[src/design/rlydrv_defines.svh]
/*
 * Constants of the relay driver block: action codes, status bit positions,
 * timing figures and reset values.
 * Assumes a 40 MHz module clock.
 */
`ifndef RLYDRV_DEFINES_SVH
`define RLYDRV_DEFINES_SVH

`define RLYDRV_OP_READ_PHYS 8'h00
`define RLYDRV_OP_READ_PROG 8'h01
`define RLYDRV_OP_PROGRAM 8'h02
`define RLYDRV_OP_CLEAR_FLAGS 8'h03
`define RLYDRV_OP_RESET 8'h04
`define RLYDRV_STAT_DRIVER_FAULT_FLAG_BIT 6
`define RLYDRV_STAT_STREAM_ERROR_FLAG_BIT 7
`define RLYDRV_CLK_HZ 40000000
`define RLYDRV_SCAN_MS 2
`define RLYDRV_SCAN_CYCLES ((`RLYDRV_CLK_HZ / 1000) * `RLYDRV_SCAN_MS)
`define RLYDRV_FAULT_WDOG_CYCLES 1000000
`define RLYDRV_COMM_WDOG_DEFAULT 40000000
`define RLYDRV_OUT_RESET 8'h00

`endif

[src/design/rlydrv_pkg.sv]
/*
 * Types of the relay driver block.
 * Assumes rlydrv_defines.svh is included by the modules.
 */
package rlydrv_pkg;
    typedef struct packed {
        logic       valid;
        logic [7:0] opcode;
        logic [7:0] data;
    } rlydrv_req_t;

    typedef struct packed {
        logic       valid;
        logic [7:0] data;
    } rlydrv_rsp_t;

    typedef enum logic [1:0] {
        RLYDRV_IDLE = 2'b00,
        RLYDRV_SHIFT = 2'b01,
        RLYDRV_CHECK = 2'b11
    } rlydrv_scan_t;
endpackage : rlydrv_pkg

[src/design/rlydrv_sync.sv]
/*
 * Three-stage synchroniser for the monitored driver levels.
 * Assumes the inputs are asynchronous to CLK.
 */
`timescale 1ns/1ps
module rlydrv_sync #(
    parameter int WIDTH = 8
) (
    input wire logic CLK,
    input wire logic NRST,
    input wire logic [WIDTH-1:0] din,
    output logic [WIDTH-1:0] dout
);
    logic [WIDTH-1:0] s1_q;
    logic [WIDTH-1:0] s2_q;
    logic [WIDTH-1:0] s3_q;

    always_ff @(posedge CLK or negedge NRST) begin
        if (!NRST) begin
            s1_q <= '0;
            s2_q <= '0;
            s3_q <= '0;
        end else begin
            s1_q <= din;
            s2_q <= s1_q;
            s3_q <= s2_q;
        end
    end

    // A bit only changes once the last two stages agree
    always_ff @(posedge CLK or negedge NRST) begin
        if (!NRST) begin
            dout <= '0;
        end else begin
            for (int i = 0; i < WIDTH; i++) begin
                if (s2_q[i] == s3_q[i]) begin
                    dout[i] <= s3_q[i];
                end
            end
        end
    end
endmodule : rlydrv_sync

[src/design/rlydrv_top.sv]
/*
 * Relay coil driver control and fault status for eight channels.
 * Requests arrive already decoded from the serial link as one-cycle
 * strobes; the monitor levels arrive from the field side unsynchronised.
 */
// Contract
// - Eight coil driver channels, numbered 0 to 7
// - Drivers active low, open collector
// - Physical driver levels sampled for the client
// - Any module reset turns all drivers off
// - Reset on power-up, client request, fault watchdog
// - Reset when communication watchdog interval expires
// - Two module fault flags in status
// - Driver fault flag on commanded-state mismatch
// - Stream error flag on serial stream error
// - Clear-flags action clears both fault flags
// - Program outputs answers now, applies within 2 ms
// - Physical states sampled every 2 ms, returned
// - Read programmed states returns one byte
`timescale 1ns/1ps
`include "rlydrv_defines.svh"
module rlydrv_top #(
    parameter int NCH = 8,
    parameter int SCAN_CYCLES = `RLYDRV_SCAN_CYCLES,
    parameter int FAULT_WDOG_CYCLES = `RLYDRV_FAULT_WDOG_CYCLES
) (
    input wire logic CLK,
    input wire logic NRST,
    input wire rlydrv_pkg::rlydrv_req_t REQ,
    output rlydrv_pkg::rlydrv_rsp_t RSP,
    input wire logic [31:0] COMM_WDOG_CYCLES,
    input wire logic FW_ALIVE,
    input wire logic STREAM_ERR,
    input wire logic [NCH-1:0] MON_PIN,
    output logic [NCH-1:0] DRV_OE_N,
    output logic [7:0] STATUS,
    output logic MODULE_RESET
);
    // ------------------------------------------------------------
    // Module reset sources
    // ------------------------------------------------------------
    logic req_prog, req_rd_phys, req_rd_prog, req_clear, req_reset;
    logic [31:0] comm_cnt_q;
    logic [31:0] fault_cnt_q;
    logic comm_to, fault_to, soft_rst_q;

    assign req_prog = REQ.valid && REQ.opcode == `RLYDRV_OP_PROGRAM;
    assign req_rd_phys = REQ.valid && REQ.opcode == `RLYDRV_OP_READ_PHYS;
    assign req_rd_prog = REQ.valid && REQ.opcode == `RLYDRV_OP_READ_PROG;
    assign req_clear = REQ.valid && REQ.opcode == `RLYDRV_OP_CLEAR_FLAGS;
    assign req_reset = REQ.valid && REQ.opcode == `RLYDRV_OP_RESET;

    assign comm_to = COMM_WDOG_CYCLES != '0 && comm_cnt_q >= COMM_WDOG_CYCLES - 32'h1;
    assign fault_to = fault_cnt_q >= 32'(FAULT_WDOG_CYCLES - 1);

    // Registered so the reset pulse is glitch free and one cycle long
    always_ff @(posedge CLK or negedge NRST) begin
        if (!NRST) begin
            soft_rst_q <= 1'b0;
        end else begin
            soft_rst_q <= !soft_rst_q && (req_reset || comm_to || fault_to);
        end
    end
    assign MODULE_RESET = soft_rst_q;

    // Any request restarts the communication watchdog
    always_ff @(posedge CLK or negedge NRST) begin
        if (!NRST) begin
            comm_cnt_q <= '0;
        end else if (REQ.valid || soft_rst_q) begin
            comm_cnt_q <= '0;
        end else if (!comm_to) begin
            comm_cnt_q <= comm_cnt_q + 32'h1;
        end
    end

    always_ff @(posedge CLK or negedge NRST) begin
        if (!NRST) begin
            fault_cnt_q <= '0;
        end else if (FW_ALIVE || soft_rst_q) begin
            fault_cnt_q <= '0;
        end else if (!fault_to) begin
            fault_cnt_q <= fault_cnt_q + 32'h1;
        end
    end

    // ------------------------------------------------------------
    // Programmed and applied driver states
    // ------------------------------------------------------------
    logic [NCH-1:0] prog_q;
    logic [NCH-1:0] applied_q;
    logic [NCH-1:0] phys_q;
    logic [NCH-1:0] exp_q;
    logic [NCH-1:0] mon_sync;
    logic [31:0] scan_cnt_q;
    logic tick;
    rlydrv_pkg::rlydrv_scan_t scan_q;

    always_ff @(posedge CLK or negedge NRST) begin
        if (!NRST) begin
            prog_q <= `RLYDRV_OUT_RESET;
        end else if (soft_rst_q) begin
            prog_q <= `RLYDRV_OUT_RESET;
        end else if (req_prog) begin
            prog_q <= REQ.data[NCH-1:0];
        end
    end

    assign tick = scan_cnt_q >= 32'(SCAN_CYCLES - 1);

    always_ff @(posedge CLK or negedge NRST) begin
        if (!NRST) begin
            scan_cnt_q <= '0;
        end else if (tick || soft_rst_q) begin
            scan_cnt_q <= '0;
        end else begin
            scan_cnt_q <= scan_cnt_q + 32'h1;
        end
    end

    // Update is deferred to the next scan tick, as on the real stream
    always_ff @(posedge CLK or negedge NRST) begin
        if (!NRST) begin
            scan_q <= rlydrv_pkg::RLYDRV_IDLE;
        end else if (soft_rst_q) begin
            scan_q <= rlydrv_pkg::RLYDRV_IDLE;
        end else begin
            unique case (scan_q)
                rlydrv_pkg::RLYDRV_IDLE: if (tick) scan_q <= rlydrv_pkg::RLYDRV_SHIFT;
                rlydrv_pkg::RLYDRV_SHIFT: scan_q <= rlydrv_pkg::RLYDRV_CHECK;
                rlydrv_pkg::RLYDRV_CHECK: scan_q <= rlydrv_pkg::RLYDRV_IDLE;
                default: scan_q <= rlydrv_pkg::RLYDRV_IDLE;
            endcase
        end
    end

    always_ff @(posedge CLK or negedge NRST) begin
        if (!NRST) begin
            applied_q <= `RLYDRV_OUT_RESET;
        end else if (soft_rst_q) begin
            applied_q <= `RLYDRV_OUT_RESET;
        end else if (scan_q == rlydrv_pkg::RLYDRV_SHIFT) begin
            applied_q <= prog_q;
        end
    end

    // Low enable pulls the coil low and energises it
    genvar g;
    generate
        for (g = 0; g < NCH; g++) begin : g_drv
            assign DRV_OE_N[g] = !applied_q[g];
        end
    endgenerate

    // Monitor pin reads low when the coil is pulled in
    rlydrv_sync #(.WIDTH(NCH)) u_sync (
        .CLK(CLK),
        .NRST(NRST),
        .din(~MON_PIN),
        .dout(mon_sync)
    );

    // Monitor is judged against what was driven over the whole last scan,
    // so a fresh program change is never mistaken for a stuck driver
    always_ff @(posedge CLK or negedge NRST) begin
        if (!NRST) begin
            phys_q <= '0;
            exp_q <= `RLYDRV_OUT_RESET;
        end else if (scan_q == rlydrv_pkg::RLYDRV_SHIFT) begin
            phys_q <= mon_sync;
            exp_q <= applied_q;
        end
    end

    // ------------------------------------------------------------
    // Fault flags
    // ------------------------------------------------------------
    logic driver_fault_flag_q, stream_error_flag_q, mismatch;
    assign mismatch = scan_q == rlydrv_pkg::RLYDRV_CHECK && phys_q != exp_q;

    // Set wins over a clear in the same cycle
    always_ff @(posedge CLK or negedge NRST) begin
        if (!NRST) begin
            driver_fault_flag_q <= 1'b0;
        end else if (mismatch) begin
            driver_fault_flag_q <= 1'b1;
        end else if (req_clear || soft_rst_q) begin
            driver_fault_flag_q <= 1'b0;
        end
    end

    always_ff @(posedge CLK or negedge NRST) begin
        if (!NRST) begin
            stream_error_flag_q <= 1'b0;
        end else if (STREAM_ERR) begin
            stream_error_flag_q <= 1'b1;
        end else if (req_clear || soft_rst_q) begin
            stream_error_flag_q <= 1'b0;
        end
    end

    always_comb begin
        STATUS = 8'h00;
        STATUS[`RLYDRV_STAT_DRIVER_FAULT_FLAG_BIT] = driver_fault_flag_q;
        STATUS[`RLYDRV_STAT_STREAM_ERROR_FLAG_BIT] = stream_error_flag_q;
    end

    // ------------------------------------------------------------
    // Responses
    // ------------------------------------------------------------
    always_ff @(posedge CLK or negedge NRST) begin
        if (!NRST) begin
            RSP <= '0;
        end else begin
            RSP.valid <= REQ.valid;
            if (req_rd_phys) begin
                RSP.data <= 8'(phys_q);
            end else if (req_rd_prog) begin
                RSP.data <= 8'(prog_q);
            end else begin
                RSP.data <= 8'h00;
            end
        end
    end
endmodule : rlydrv_top

[config.mk]
export PLATFORM = sky130hd
export DESIGN_NAME = rlydrv_top
export DESIGN_NICKNAME = d
export VERILOG_FILES = /design/src/design/rlydrv_pkg.sv /design/src/design/rlydrv_sync.sv /design/src/design/rlydrv_top.sv
export VERILOG_INCLUDE_DIRS = /design/src /design/src/design
export SDC_FILE = /design/constraint.sdc
export NUM_CORES = 1
export LEC_CHECK = 0
export ABC_CLOCK_PERIOD_IN_PS = 3000
export BUFFER_PORTS_ARGS = -buffer_cell sky130_fd_sc_hd__buf_2
export CAP_MARGIN = 20
export CORE_MARGIN = 5
export CORE_UTILIZATION = 45
export CTS_BUF_LIST = sky130_fd_sc_hd__clkbuf_8
export CTS_CLUSTER_SIZE = 40
export DETAILED_ROUTE_END_ITERATION = 8
export PLACE_DENSITY_LB_ADDON = 0.12
export RECOVER_POWER = 25
export SYNTH_ARGS = -nofsm -noshare
export SYNTH_HDL_FRONTEND = slang
export SYNTH_SLANG_ARGS = --single-unit
[constraint.sdc]
create_clock -name CLK -period 3 [get_ports CLK]
set_clock_uncertainty 0.2 [all_clocks]
set_input_delay 0.15 -clock CLK [delete_from_list [all_inputs] [get_ports CLK]]
set_output_delay 0.15 -clock CLK [all_outputs]
set_load 0.02 [all_outputs]
==> impl_metrics.csv, run 1 <==
group,metric,value,unit
run_status,status,"finished with violations",
clock_tree,worstSkewPairLatency,0.47,ns
critical_path,critical_path_required,3.18,ns
logic_synthesis,synthDistinctLibCells,52,
detailed_routing,vias,6636,
power,ir_drop,0.342,mV
run_status,violations,"setup timing",
logic_synthesis,synth-edff-count,0,
clock_tree,root_buffer,"clkbuf_8",
grt,antenna_found_initial,0,
detailed_routing,via_per_inst,5.18,
placement,dpl.hpwl,13.0,mm
clock_tree,clkSinkCount,174,
detailed_routing,ant_nets,0,
final_layout,syn_to_final_growth,26.0,%
detailed_routing,wl_per_cell,14.2,um
logic_synthesis,synth.cell_area,0.00849,sq mm
min_path,min_from,"REQ[8]",
final_layout,drive_above_1_share,23.2,%
die,dieArea,0.0217,sq mm
timing,min_period,3.67,ns
die,initial_core_util,45.5,%
logic_synthesis,avgSynthCellArea,10.2,sq um
critical_path,critPathMaxFanout,10,
clock_tree,clock_path_buffers,2,
min_path,hold_depth,4,
clock_tree,cts_tree,"yes",
grt,track_usage,17.3,%
clock_tree,cts_max_level,4,
critical_path,endpoint_kind,"flop",
placement,place_ws,-1.22,ns
timing,hold_viol,0,
logic_synthesis,async_flop_share,100,%
critical_path,reg2reg_slack,-0.06,ns
logic_synthesis,ys_ff_latch,174,
detailed_routing,drcViolationCount,0,
detailed_routing,drtPass1Iterations,4,
timing,finalSetupViolCount,33,
timing,slew_headroom,2.61,%
timing,max_freq,272,MHz
critical_path,worstReg2RegStart,"comm_cnt_q[0]",
grt,overflow,0,
clock_tree,cts_buffers,17,
min_path,hold_path_class,"input port to flop",
timing,worst_slew_pin_slew,1.46,ns
placement,gp_congestion,0.772,
job,cap_violations,0,
clock_tree,clk_pin_slew_worst_paths,0.10,ns
logic_synthesis,synth-main-ff-cell,"dfrtp_1",
final_layout,final_cell_count_no_fill,1280,
placement,numPortBuffers,80,
logic_synthesis,ys_warn_count,0,
timing,worst_slack,-0.673,ns
critical_path,timing.rr.end,"comm_cnt_q[30]",
timing,final_max_slew_viol_count,0,
min_path,min_to,"RSP[1]",
critical_path,rr_worst_depth,10,
logic_synthesis,syn_inst,833,
grt,grt_max_degree,56,
die,ios,87,
timing,grt_setup_unrepaired,"true",
critical_path,cp-start-kind,"input port",
final_layout,fin_nets,1131,
placement,dpl.cell_count,1220,
grt,first_global_vias,6362,
power,power_density,467,mW/mm^2
critical_path,worstSetupPathType,"input port to flop",
grt,grt_pass1_wl,30.6,mm
final_layout,n_antenna_cell,0,
logic_synthesis,yosysSeqAreaShare,51.3,%
critical_path,crit_arrival,3.85,ns
die,rows,50,
die,die_w,147,um
detailed_routing,drt_wl_total,18.2,mm
detailed_routing,drtIter0Drc,266,
timing,period_share,122,%
die,fp.coreArea,0.0186,sq mm
die,fp.dieH,147,um
power,power_leakage,0.00492,uW
[worst max-delay path by stage]
stage,startpoint,to,cells after the start
after floorplan,COMM_WDOG_CYCLES[13],comm_cnt_q[13],15
after global placement,COMM_WDOG_CYCLES[3],comm_cnt_q[13],16
after detailed placement,COMM_WDOG_CYCLES[3],comm_cnt_q[15],16
after CTS,COMM_WDOG_CYCLES[3],comm_cnt_q[30],16
after global routing,COMM_WDOG_CYCLES[3],comm_cnt_q[30],16
final,COMM_WDOG_CYCLES[3],comm_cnt_q[30],16
[worst max-delay path, stage by stage]
cell and delay (ns):
buf_6 0.09, or4_4 0.55, nor3_4 0.23, nand3_2 0.11, or3_4 0.38, nor2_2 0.11
xnor2_1 0.13, ha_1 0.26, a21o_1 0.16, a21o_1 0.18, a221oi_2 0.25, o21ai_1 0.13
a22o_4 0.29, buf_4 0.18, or4_1 0.50, a21oi_1 0.15
[synth_stat cells (all sizes together) (2+ instances only)]
cell	instances	area, sq um
nand3b	2	15.0
mux2i	10	100
clkbuf	27	101
nor2	67	251
dfrtp	174	4350
a21o	9	67.6
nand3	20	100
or4	16	128
and3	15	93.8
ha	37	463
xor2	44	385
and4	12	105
o2111ai	4	35.0
o21ai	35	175
maj3	8	80.1
nor4	19	119
o211ai	13	97.6
a221oi	2	17.5
nand2	91	342
o21a	3	22.5
nand2b	3	18.8
nor3	14	92.6
a22o	9	80.1
or2	3	18.8
and2	23	144
o31ai	12	90.1
buf	13	86.3
inv	24	90.1
nor3b	2	15.0
xnor2	22	193
or3	22	138
a31oi	3	18.8
a21oi	43	215
nor2b	2	12.5
nand4	17	106
or4b	2	20.0
[final cells by class]
type / instances / area [sq um]
Inverter: 24 / 90.1
Timing Repair Buffer: 201 / 1480
Multi-Input combinational cell: 615 / 4070
Fill cell: 1658 / 7950
Clock inverter: 15 / 174
Sequential cell: 174 / 4350
Tap cell: 234 / 293
Clock buffer: 17 / 234
[state kept, by name (all words and copies together), names as in the netlist, 2 cells and up]
name         flops
prog_q           8
RSP              9
comm_cnt_q      32
scan_cnt_q      32
scan_q           2
u_sync.s1_q      8
phys_q           8
u_sync.s2_q      8
fault_cnt_q     32
u_sync.s3_q      8
applied_q        8
exp_q            8
u_sync.dout      8
[cell families after synthesis]
kind of cell | synth area share [%]
simple gates | 20.5
flops | 51.3
compound gates | 10.5
xor+xnor | 6.81
buf+inv | 3.27
fa+ha+maj | 6.40
mux | 1.18
other cells | 0.0442
[power breakdown]
group | internal, uW | total [uW] | switching [uW]
sequential | 2510 | 2620 | 116
combinational | 306 | 734 | 429
clock | 700 | 1640 | 937
total | 3510 | 4990 | 1480
[metrics by stage]
stage | cell area [sq um] | total power, uW | hold slack [ns] | TNS, ns | utilization, %
3_3_place_gp | 9830 | 3360 | -0.0500 | -35.63 | 52.7
4_1_cts | 10500 | 5060 | 0.00658 | -17.31 | 56.4
2_1_floorplan | 8590 | 3060 | -0.346 | -27.42 | -
5_1_grt | 10700 | 5280 | 0.0844 | -25.74 | 57.4
6_report | 10700 | 4990 | 0.0704 | -18.48 | 57.4
3_5_place_dp | 9830 | 3370 | -0.0408 | -37.63 | 52.7
[what timing repair did]
| item | in CTS | in global routing |
|---|---|---|
| hold buffers | 22 | 0 |
| cloned | 0 | 2 |
| setup buffers | 0 | 3 |
| setup endpoints to repair | 33 | 33 |
| endpoints found under the hold margin | 209 | 0 |
| resized for setup | 15 | 18 |
| pin swaps | 4 | 10 |
[per-layer routing]
layer	track usage (%)	share of wire [%]	vias up
met5	0	0	-
met4	5.31	1.5	0
met3	3.61	3.3	21
met2	27.4	48	91
met1	24.0	47	3201
li1	-	-	3323
[layout by cell type, fill, tap and decap left out, types with 8 or more instances in the layout]
master	synthesis	routed
a21o_1	9	9
a21oi_1	43	40
a22o_1	8	8
and2_1	23	23
and3_1	15	15
and4_1	12	12
buf_2	0	77
buf_4	8	87
clkbuf_8	0	17
conb_1	1	21
dfrtp_1	174	174
dlygate4sd3_1	0	22
ha_1	37	37
inv_1	24	24
maj3_1	8	8
mux2i_1	10	10
nand2_1	91	91
nand3_1	20	19
nand4_1	17	17
nor2_1	67	66
nor3_1	12	8
nor4_1	19	15
o211ai_1	13	13
o21ai_0	35	33
o31ai_1	12	12
or3_1	22	20
or4_1	14	12
xnor2_1	22	21
xor2_1	44	44
Note: power is estimated with default switching activity, not from simulation.
==> run 2: changes to the inputs <==
--- a/config.mk
+++ b/config.mk
@@ -6,6 +6,7 @@
 export SDC_FILE = /design/constraint.sdc
 export NUM_CORES = 1
 export LEC_CHECK = 0
+export ABC_AREA = 1
 export ABC_CLOCK_PERIOD_IN_PS = 3000
 export BUFFER_PORTS_ARGS = -buffer_cell sky130_fd_sc_hd__buf_2
 export CAP_MARGIN = 20
==> run 2 against run 1 <==
Effect of this change:
- the run now ends clean
- sequential power is 2% higher
- clock-buffer cell count is 1 higher
- synthesized area is 14% higher
- synthesized cell count is 41% higher
- register-to-register slack better by 0.37 ns
- non-clock buffer count is 52 lower
==> impl_metrics.csv, run 2 <==
group,metric,value,unit
run_status,status,"finished, final reports clean",
logic_synthesis,ys_top_cells_by_area,"dfrtp_1 45%, nand2_1 9.5%, nor2_1 5.7%",
power,combPwrFrac,15.8,%
timing,worst_slew_pin_slew,0.950,ns
logic_synthesis,yosys-top-cells-count,"245 x nand2_1, 174 x dfrtp_1, 148 x nor2_1",
timing,grt_setup_unrepaired,"false",
logic_synthesis,async_flop_share,100,%
logic_synthesis,ys_ff_latch,174,
die,die_w,157,um
power,power_leakage,0.00555,uW
timing,period_share,95.7,%
power,clock_power_share,33.8,%
clock_tree,cts_buffers,17,
grt,grt_max_degree,175,
critical_path,rr_worst_depth,6,
min_path,hold_depth,3,
timing,hold_viol,0,
die,ios,87,
die,fp.dieH,157,um
detailed_routing,drtPass1Iterations,6,
logic_synthesis,yosysSeqAreaShare,44.9,%
power,p_int,3660,uW
final_layout,n_antenna_cell,0,
critical_path,crit_arrival,3.07,ns
grt,grt_pass1_wl,36.5,mm
final_layout,drive_above_1_share,14.5,%
job,cap_violations,0,
timing,slew_headroom,36.7,%
clock_tree,clk_pin_slew_worst_paths,0.11,ns
detailed_routing,drtIter0Drc,301,
timing,min_period,2.87,ns
critical_path,endpoint_kind,"flop",
timing,final_max_slew_viol_count,0,
grt,overflow,0,
placement,gp_congestion,0.829,
min_path,hold_path_class,"input port to flop",
logic_synthesis,synth.cell_area,0.00970,sq mm
grt,antenna_found_initial,0,
logic_synthesis,avgSynthCellArea,8.24,sq um
timing,finalSetupTns,0,ns
logic_synthesis,ys_warn_count,0,
timing,max_freq,348,MHz
power,seqPwrFrac,50.4,%
logic_synthesis,synth-main-ff-cell,"dfrtp_1",
detailed_routing,wl_per_cell,13.6,um
detailed_routing,via_per_inst,4.90,
logic_synthesis,yosysTopAreaCellShare,44.9,%
detailed_routing,ant_nets,0,
logic_synthesis,synth_top_cell_by_area,"dfrtp_1",
final_layout,syn_to_final_growth,17.5,%
detailed_routing,vias,7920,
detailed_routing,drcViolationCount,0,
final_layout,fin_nets,1426,
critical_path,cp-start-kind,"input port",
power,ir_drop,0.277,mV
critical_path,worstReg2RegStart,"MODULE_RESET",
power,p_sw,1650,uW
placement,dpl.hpwl,15.6,mm
critical_path,critPathMaxFanout,16,
min_path,min_to,"u_sync.s1_q[4]",
die,initial_core_util,45.9,%
min_path,min_from,"MON_PIN[4]",
timing,worst_slack,0.128,ns
clock_tree,cts_setup_buffers,0,
logic_synthesis,yosysMostFrequentCell,"nand2_1",
clock_tree,clock_path_buffers,2,
grt,track_usage,18.2,%
final_layout,layout_commonest_cell,"nand2_1",
clock_tree,worstSkewPairLatency,0.46,ns
critical_path,worstSetupPathType,"input port to flop",
clock_tree,cts_tree,"yes",
detailed_routing,drt_wl_total,21.9,mm
timing,finalSetupViolCount,0,
grt,first_global_vias,7681,
placement,numPortBuffers,80,
power,p_sw_share,31.1,%
critical_path,reg2reg_slack,0.31,ns
logic_synthesis,synth-edff-count,0,
critical_path,critical_path_required,3.20,ns
die,fp.coreArea,0.0212,sq mm
critical_path,timing.rr.end,"prog_q[6]",
clock_tree,cts_max_level,4,
clock_tree,root_buffer,"clkbuf_8",
final_layout,layout_common_cells,"245 x nand2_1, 173 x dfrtp_1, 147 x nor2_1",
power,power_density,466,mW/mm^2
logic_synthesis,syn_inst,1177,
final_layout,top_regs,"comm_cnt_q x32, fault_cnt_q x32, scan_cnt_q x32",
clock_tree,clkSinkCount,174,
logic_synthesis,synthDistinctLibCells,49,
die,dieArea,0.0246,sq mm
placement,place_ws,-0.0350,ns
die,rows,53,
## run 2: metal layers
layer	track usage (%)	routed length, um	up-vias
met2	30.0	10000	162
met4	5.66	397	0
li1	-	-	4078
met5	0	0	-
met1	24.9	10600	3656
met3	2.74	877	24
## run 2: kinds of logic after synthesis
group           synth area share, %
fa+ha+maj                      5.60
buf+inv                        8.24
flops                          44.9
xor+xnor                       7.22
simple gates                   29.1
other cells                  0.0387
compound gates                 4.87
## run 2: worst max path at each step
stage | start | end | slack, ns
after floorplan | COMM_WDOG_CYCLES[0] | comm_cnt_q[1] | 0.30
after global placement | COMM_WDOG_CYCLES[2] | comm_cnt_q[25] | 0.06
after detailed placement | COMM_WDOG_CYCLES[0] | comm_cnt_q[26] | -0.03
after CTS | REQ[16] | RSP[2] | 0.06
after global routing | REQ[16] | prog_q[6] | 0.03
final | REQ[16] | prog_q[6] | 0.13
## run 2: critical path, cell delays in order
cell	delay, ns
dlygate4sd3_1	0.53
buf_2	0.17
nand2_1	0.13
nor3_4	0.25
nand2_1	0.13
o21ai_4	0.35
nand3_1	0.13
dlygate4sd3_1	0.59
o21ai_1	0.08
dlygate4sd3_1	0.57
## run 2: cell type report
class	count	area, sq um
tap	275	344
inverter	151	567
timing repair buffer	149	1050
clock inverter	14	189
clock buffer	18	248
multi-input combinational	835	4640
sequential	174	4360
fill	1967	9750
## run 2: power by group through the flow
stage	clock (uW)	combinational (uW)	sequential, uW
floorplan	0	536	2690
global placement	0	818	2720
global route	1930	949	2700
CTS	1840	860	2680
detailed placement	0	826	2720
finish	1790	840	2680
## run 2: metrics by stage
stage	area, sq um	total power, uW	hold slack (ns)	utilization, %	cells
CTS	11400	5380	0.118	53.9	1617
detailed placement	10600	3550	0.0950	50.0	1546
global route	11400	5580	0.130	53.9	1616
finish	11400	5310	0.154	53.9	1616
global placement	10600	3540	0.0933	50.0	1546
floorplan	9780	3230	-0.346	-	1197
## run 2: timing repair
| item | CTS | global route |
|---|---|---|
| endpoints found under the setup margin | 0 | 5 |
| gates resized for setup | 0 | 3 |
| endpoints found under the hold margin | 205 | 0 |
| hold buffers | 39 | 0 |
==> run 3: changes to the inputs <==
--- a/config.mk
+++ b/config.mk
@@ -17,6 +17,8 @@
 export DETAILED_ROUTE_END_ITERATION = 8
 export PLACE_DENSITY_LB_ADDON = 0.12
 export RECOVER_POWER = 25
+export SETUP_SLACK_MARGIN = 0.02
 export SYNTH_ARGS = -nofsm -noshare
 export SYNTH_HDL_FRONTEND = slang
+export SYNTH_HIERARCHICAL = 1
 export SYNTH_SLANG_ARGS = --single-unit
==> run 3 against run 2 <==
Effect of this change:
- the run now ends with capacitance limit, slew limit left
- largest cell class unchanged
- sequential share of layout area about the same
- critical path type unchanged
- first-iteration DRC count increased by 56%
- register-to-register slack about the same
- synthesized cell count increased by 2.1%
- synthesized area about the same
- global-route usage increased by 0.73 points
- fmax increased by 3.2%
==> impl_metrics.csv, run 3 <==
group,metric,value,unit
detailed_routing,drtIter0Drc,469,
clock_tree,clkSinkCount,174,
final_layout,syn_to_final_growth,17.3,%
detailed_routing,drtPass1Iterations,5,
critical_path,critPathMaxFanout,7,
die,fp.coreArea,0.0212,sq mm
detailed_routing,wl_per_cell,13.5,um
die,fp.dieH,157,um
logic_synthesis,synth-main-ff-cell,"dfrtp_1",
detailed_routing,drcViolationCount,0,
die,ios,87,
final_layout,drive_above_1_share,13.9,%
final_layout,top_regs,"comm_cnt_q x32, fault_cnt_q x32, scan_cnt_q x32",
critical_path,critical_path_required,3.20,ns
logic_synthesis,yosys-top-cells-count,"280 x nand2_1, 174 x dfrtp_1, 160 x inv_1, 160 x nor2_1, 61 x nand3_1",
timing,worst_slew_pin_slew,2.03,ns
power,total_power,5210,uW
min_path,hold_path_class,"input port to flop",
logic_synthesis,avgSynthCellArea,8.08,sq um
detailed_routing,ant_nets,0,
die,rows,53,
final_layout,finalInstanceArea,0.0114,sq mm
clock_tree,clk_pin_slew_worst_paths,0.11,ns
logic_synthesis,yosysTopAreaCellShare,44.9,%
final_layout,fillers,2046,
detailed_routing,vias,8057,
logic_synthesis,ys_ff_latch,174,
placement,dpl.cell_count,1595,
timing,period_share,92.7,%
placement,detailed_place.area,0.0107,sq mm
logic_synthesis,ys_warn_count,6,
logic_synthesis,synth.cell_area,0.00971,sq mm
placement,gp_congestion,0.913,
critical_path,endpoint_kind,"flop",
placement,numPortBuffers,80,
timing,slew_headroom,-35.1,%
power,power_leakage,0.00554,uW
logic_synthesis,async_flop_share,100,%
clock_tree,cts_buffers,17,
timing,max_freq,360,MHz
final_layout,multi_input_area,0.00456,sq mm
clock_tree,worstSkewPairLatency,0.47,ns
placement,place_ws,-0.273,ns
grt,track_usage,18.9,%
run_status,status,"finished with violations",
logic_synthesis,yosysMostFrequentCell,"nand2_1",
timing,grt_setup_unrepaired,"false",
power,ir_drop,0.250,mV
logic_synthesis,syn_inst,1202,
logic_synthesis,synthDistinctLibCells,46,
die,initial_core_util,45.9,%
die,die_w,157,um
grt,first_global_vias,7861,
clock_tree,clock_path_buffers,2,
grt,antenna_found_initial,0,
critical_path,cp-start-kind,"input port",
timing,finalSetupViolCount,0,
clock_tree,cts_tree,"yes",
grt,grt_pass1_wl,38.0,mm
power,power_density,458,mW/mm^2
final_layout,fin_nets,1468,
timing,final_max_slew_viol_count,81,
timing,worst_slack,0.219,ns
timing,min_period,2.78,ns
final_layout,layout_common_cells,"280 x nand2_1, 174 x dfrtp_1, 160 x inv_1",
logic_synthesis,synth-edff-count,0,
final_layout,final_cell_count_no_fill,1657,
logic_synthesis,ys_top_cells_by_area,"dfrtp_1 45%, nand2_1 11%, inv_1 6.2%",
timing,hold_viol,0,
detailed_routing,drt_wl_total,22.3,mm
final_layout,n_antenna_cell,0,
logic_synthesis,yosysSeqAreaShare,44.9,%
detailed_routing,via_per_inst,4.86,
clock_tree,cts_max_level,4,
run_status,violations,"capacitance limit, slew limit",
die,dieArea,0.0246,sq mm
final_layout,layout_commonest_cell,"nand2_1",
placement,dpl.hpwl,16.4,mm
grt,grt_max_degree,82,
job,cap_violations,1,
clock_tree,root_buffer,"clkbuf_8",
logic_synthesis,synth_top_cell_by_area,"dfrtp_1",
critical_path,worstSetupPathType,"input port to flop",
grt,overflow,0,
final_layout,seqCellArea,0.00435,sq mm
critical_path,crit_arrival,2.98,ns
[run 3: cell types whose count changed in the layout (fill, tap and decap cells not counted), moves of 7 or more]
cell           previous run  this run
a21oi_1                  18        27
buf_4                    26        50
dlygate4sd3_1            38        30
inv_1                   143       160
maj3_1                    8         0
nand2_1                 245       280
nand3_1                  79        60
nand3_2                  11         3
nor2_1                  147       158
o21ai_0                  25        38
o21ai_1                   7         0
[run 3: power by group]
group | leakage (uW) | internal, uW | total, uW | switching (uW)
Combinational | 0.00305 | 316 | 891 | 575
Sequential | 0.00228 | 2550 | 2660 | 116
Clock | 0.000206 | 703 | 1660 | 958
[run 3: final cells by class]
class	count	share of cell area, %
tap	275	3.02
clock inverter	14	1.53
inverter	164	5.41
clock buffer	17	2.05
timing repair buffer	162	9.70
sequential	174	38.2
multi-input combinational	851	40.1
[run 3: per-stage QoR]
stage,utilization [%],setup TNS [ns],hold slack [ns]
6_report,53.8,0,0.0723
5_1_grt,53.8,0,0.0594
4_1_cts,53.7,0,0.0283
3_5_place_dp,50.3,-7.58,0.0445
3_3_place_gp,50.3,-3.80,0.0511
2_1_floorplan,-,0,-0.346
[run 3: cells by family after synthesis]
kind of cell,after synthesis,share of synthesized area [%]
and+or+nand+nor,614,28.1
buffers and inverters,198,9.32
DFF,174,44.9
AOI/OAI and AO/OA,103,6.12
xor gates and xnor gates,75,6.77
adders and majority gates,37,4.77
other,1,0.0386
[run 3: what timing repair did]
item | in CTS | in global routing
endpoints found under the hold margin | 115 | 0
setup buffers | 0 | 0
resized for setup | 0 | 6
hold buffers | 30 | 0
endpoints found under the setup margin | 0 | 36
[run 3: worst paths after layout]
| check | slack [ns] | depth (start not counted) | end | from |
|---|---|---|---|---|
| worst min register to register | 0.15 | 0 | u_sync/s2_q[6] | u_sync/s1_q[6] |
| max in group asynchronous | 0.72 | 3 | scan_cnt_q[16] | NRST |
| worst max register to register | 0.30 | 6 | prog_q[7] | MODULE_RESET |
| worst min-delay path | 0.07 | 4 | RSP[1] | REQ[10] |
| worst max-delay path | 0.22 | 10 | prog_q[7] | REQ[16] |
| min in group asynchronous | 0.59 | 2 | applied_q[1] | NRST |
[run 3: metal layers]
layer  global-route usage, %  part of all wire (%)
met1                    27.2                    48
met3                    3.24                   4.6
met2                    29.3                    45
met5                       0                     0
met4                    5.99                   2.0
[run 3: worst max-delay path, stage by stage]
cell,delay [ns]
dlygate4sd3_1,0.52
buf_2,0.16
inv_1,0.09
nor4_4,0.31
nand2_1,0.12
o21ai_2,0.27
nand3_1,0.12
dlygate4sd3_1,0.59
o21ai_0,0.08
dlygate4sd3_1,0.57
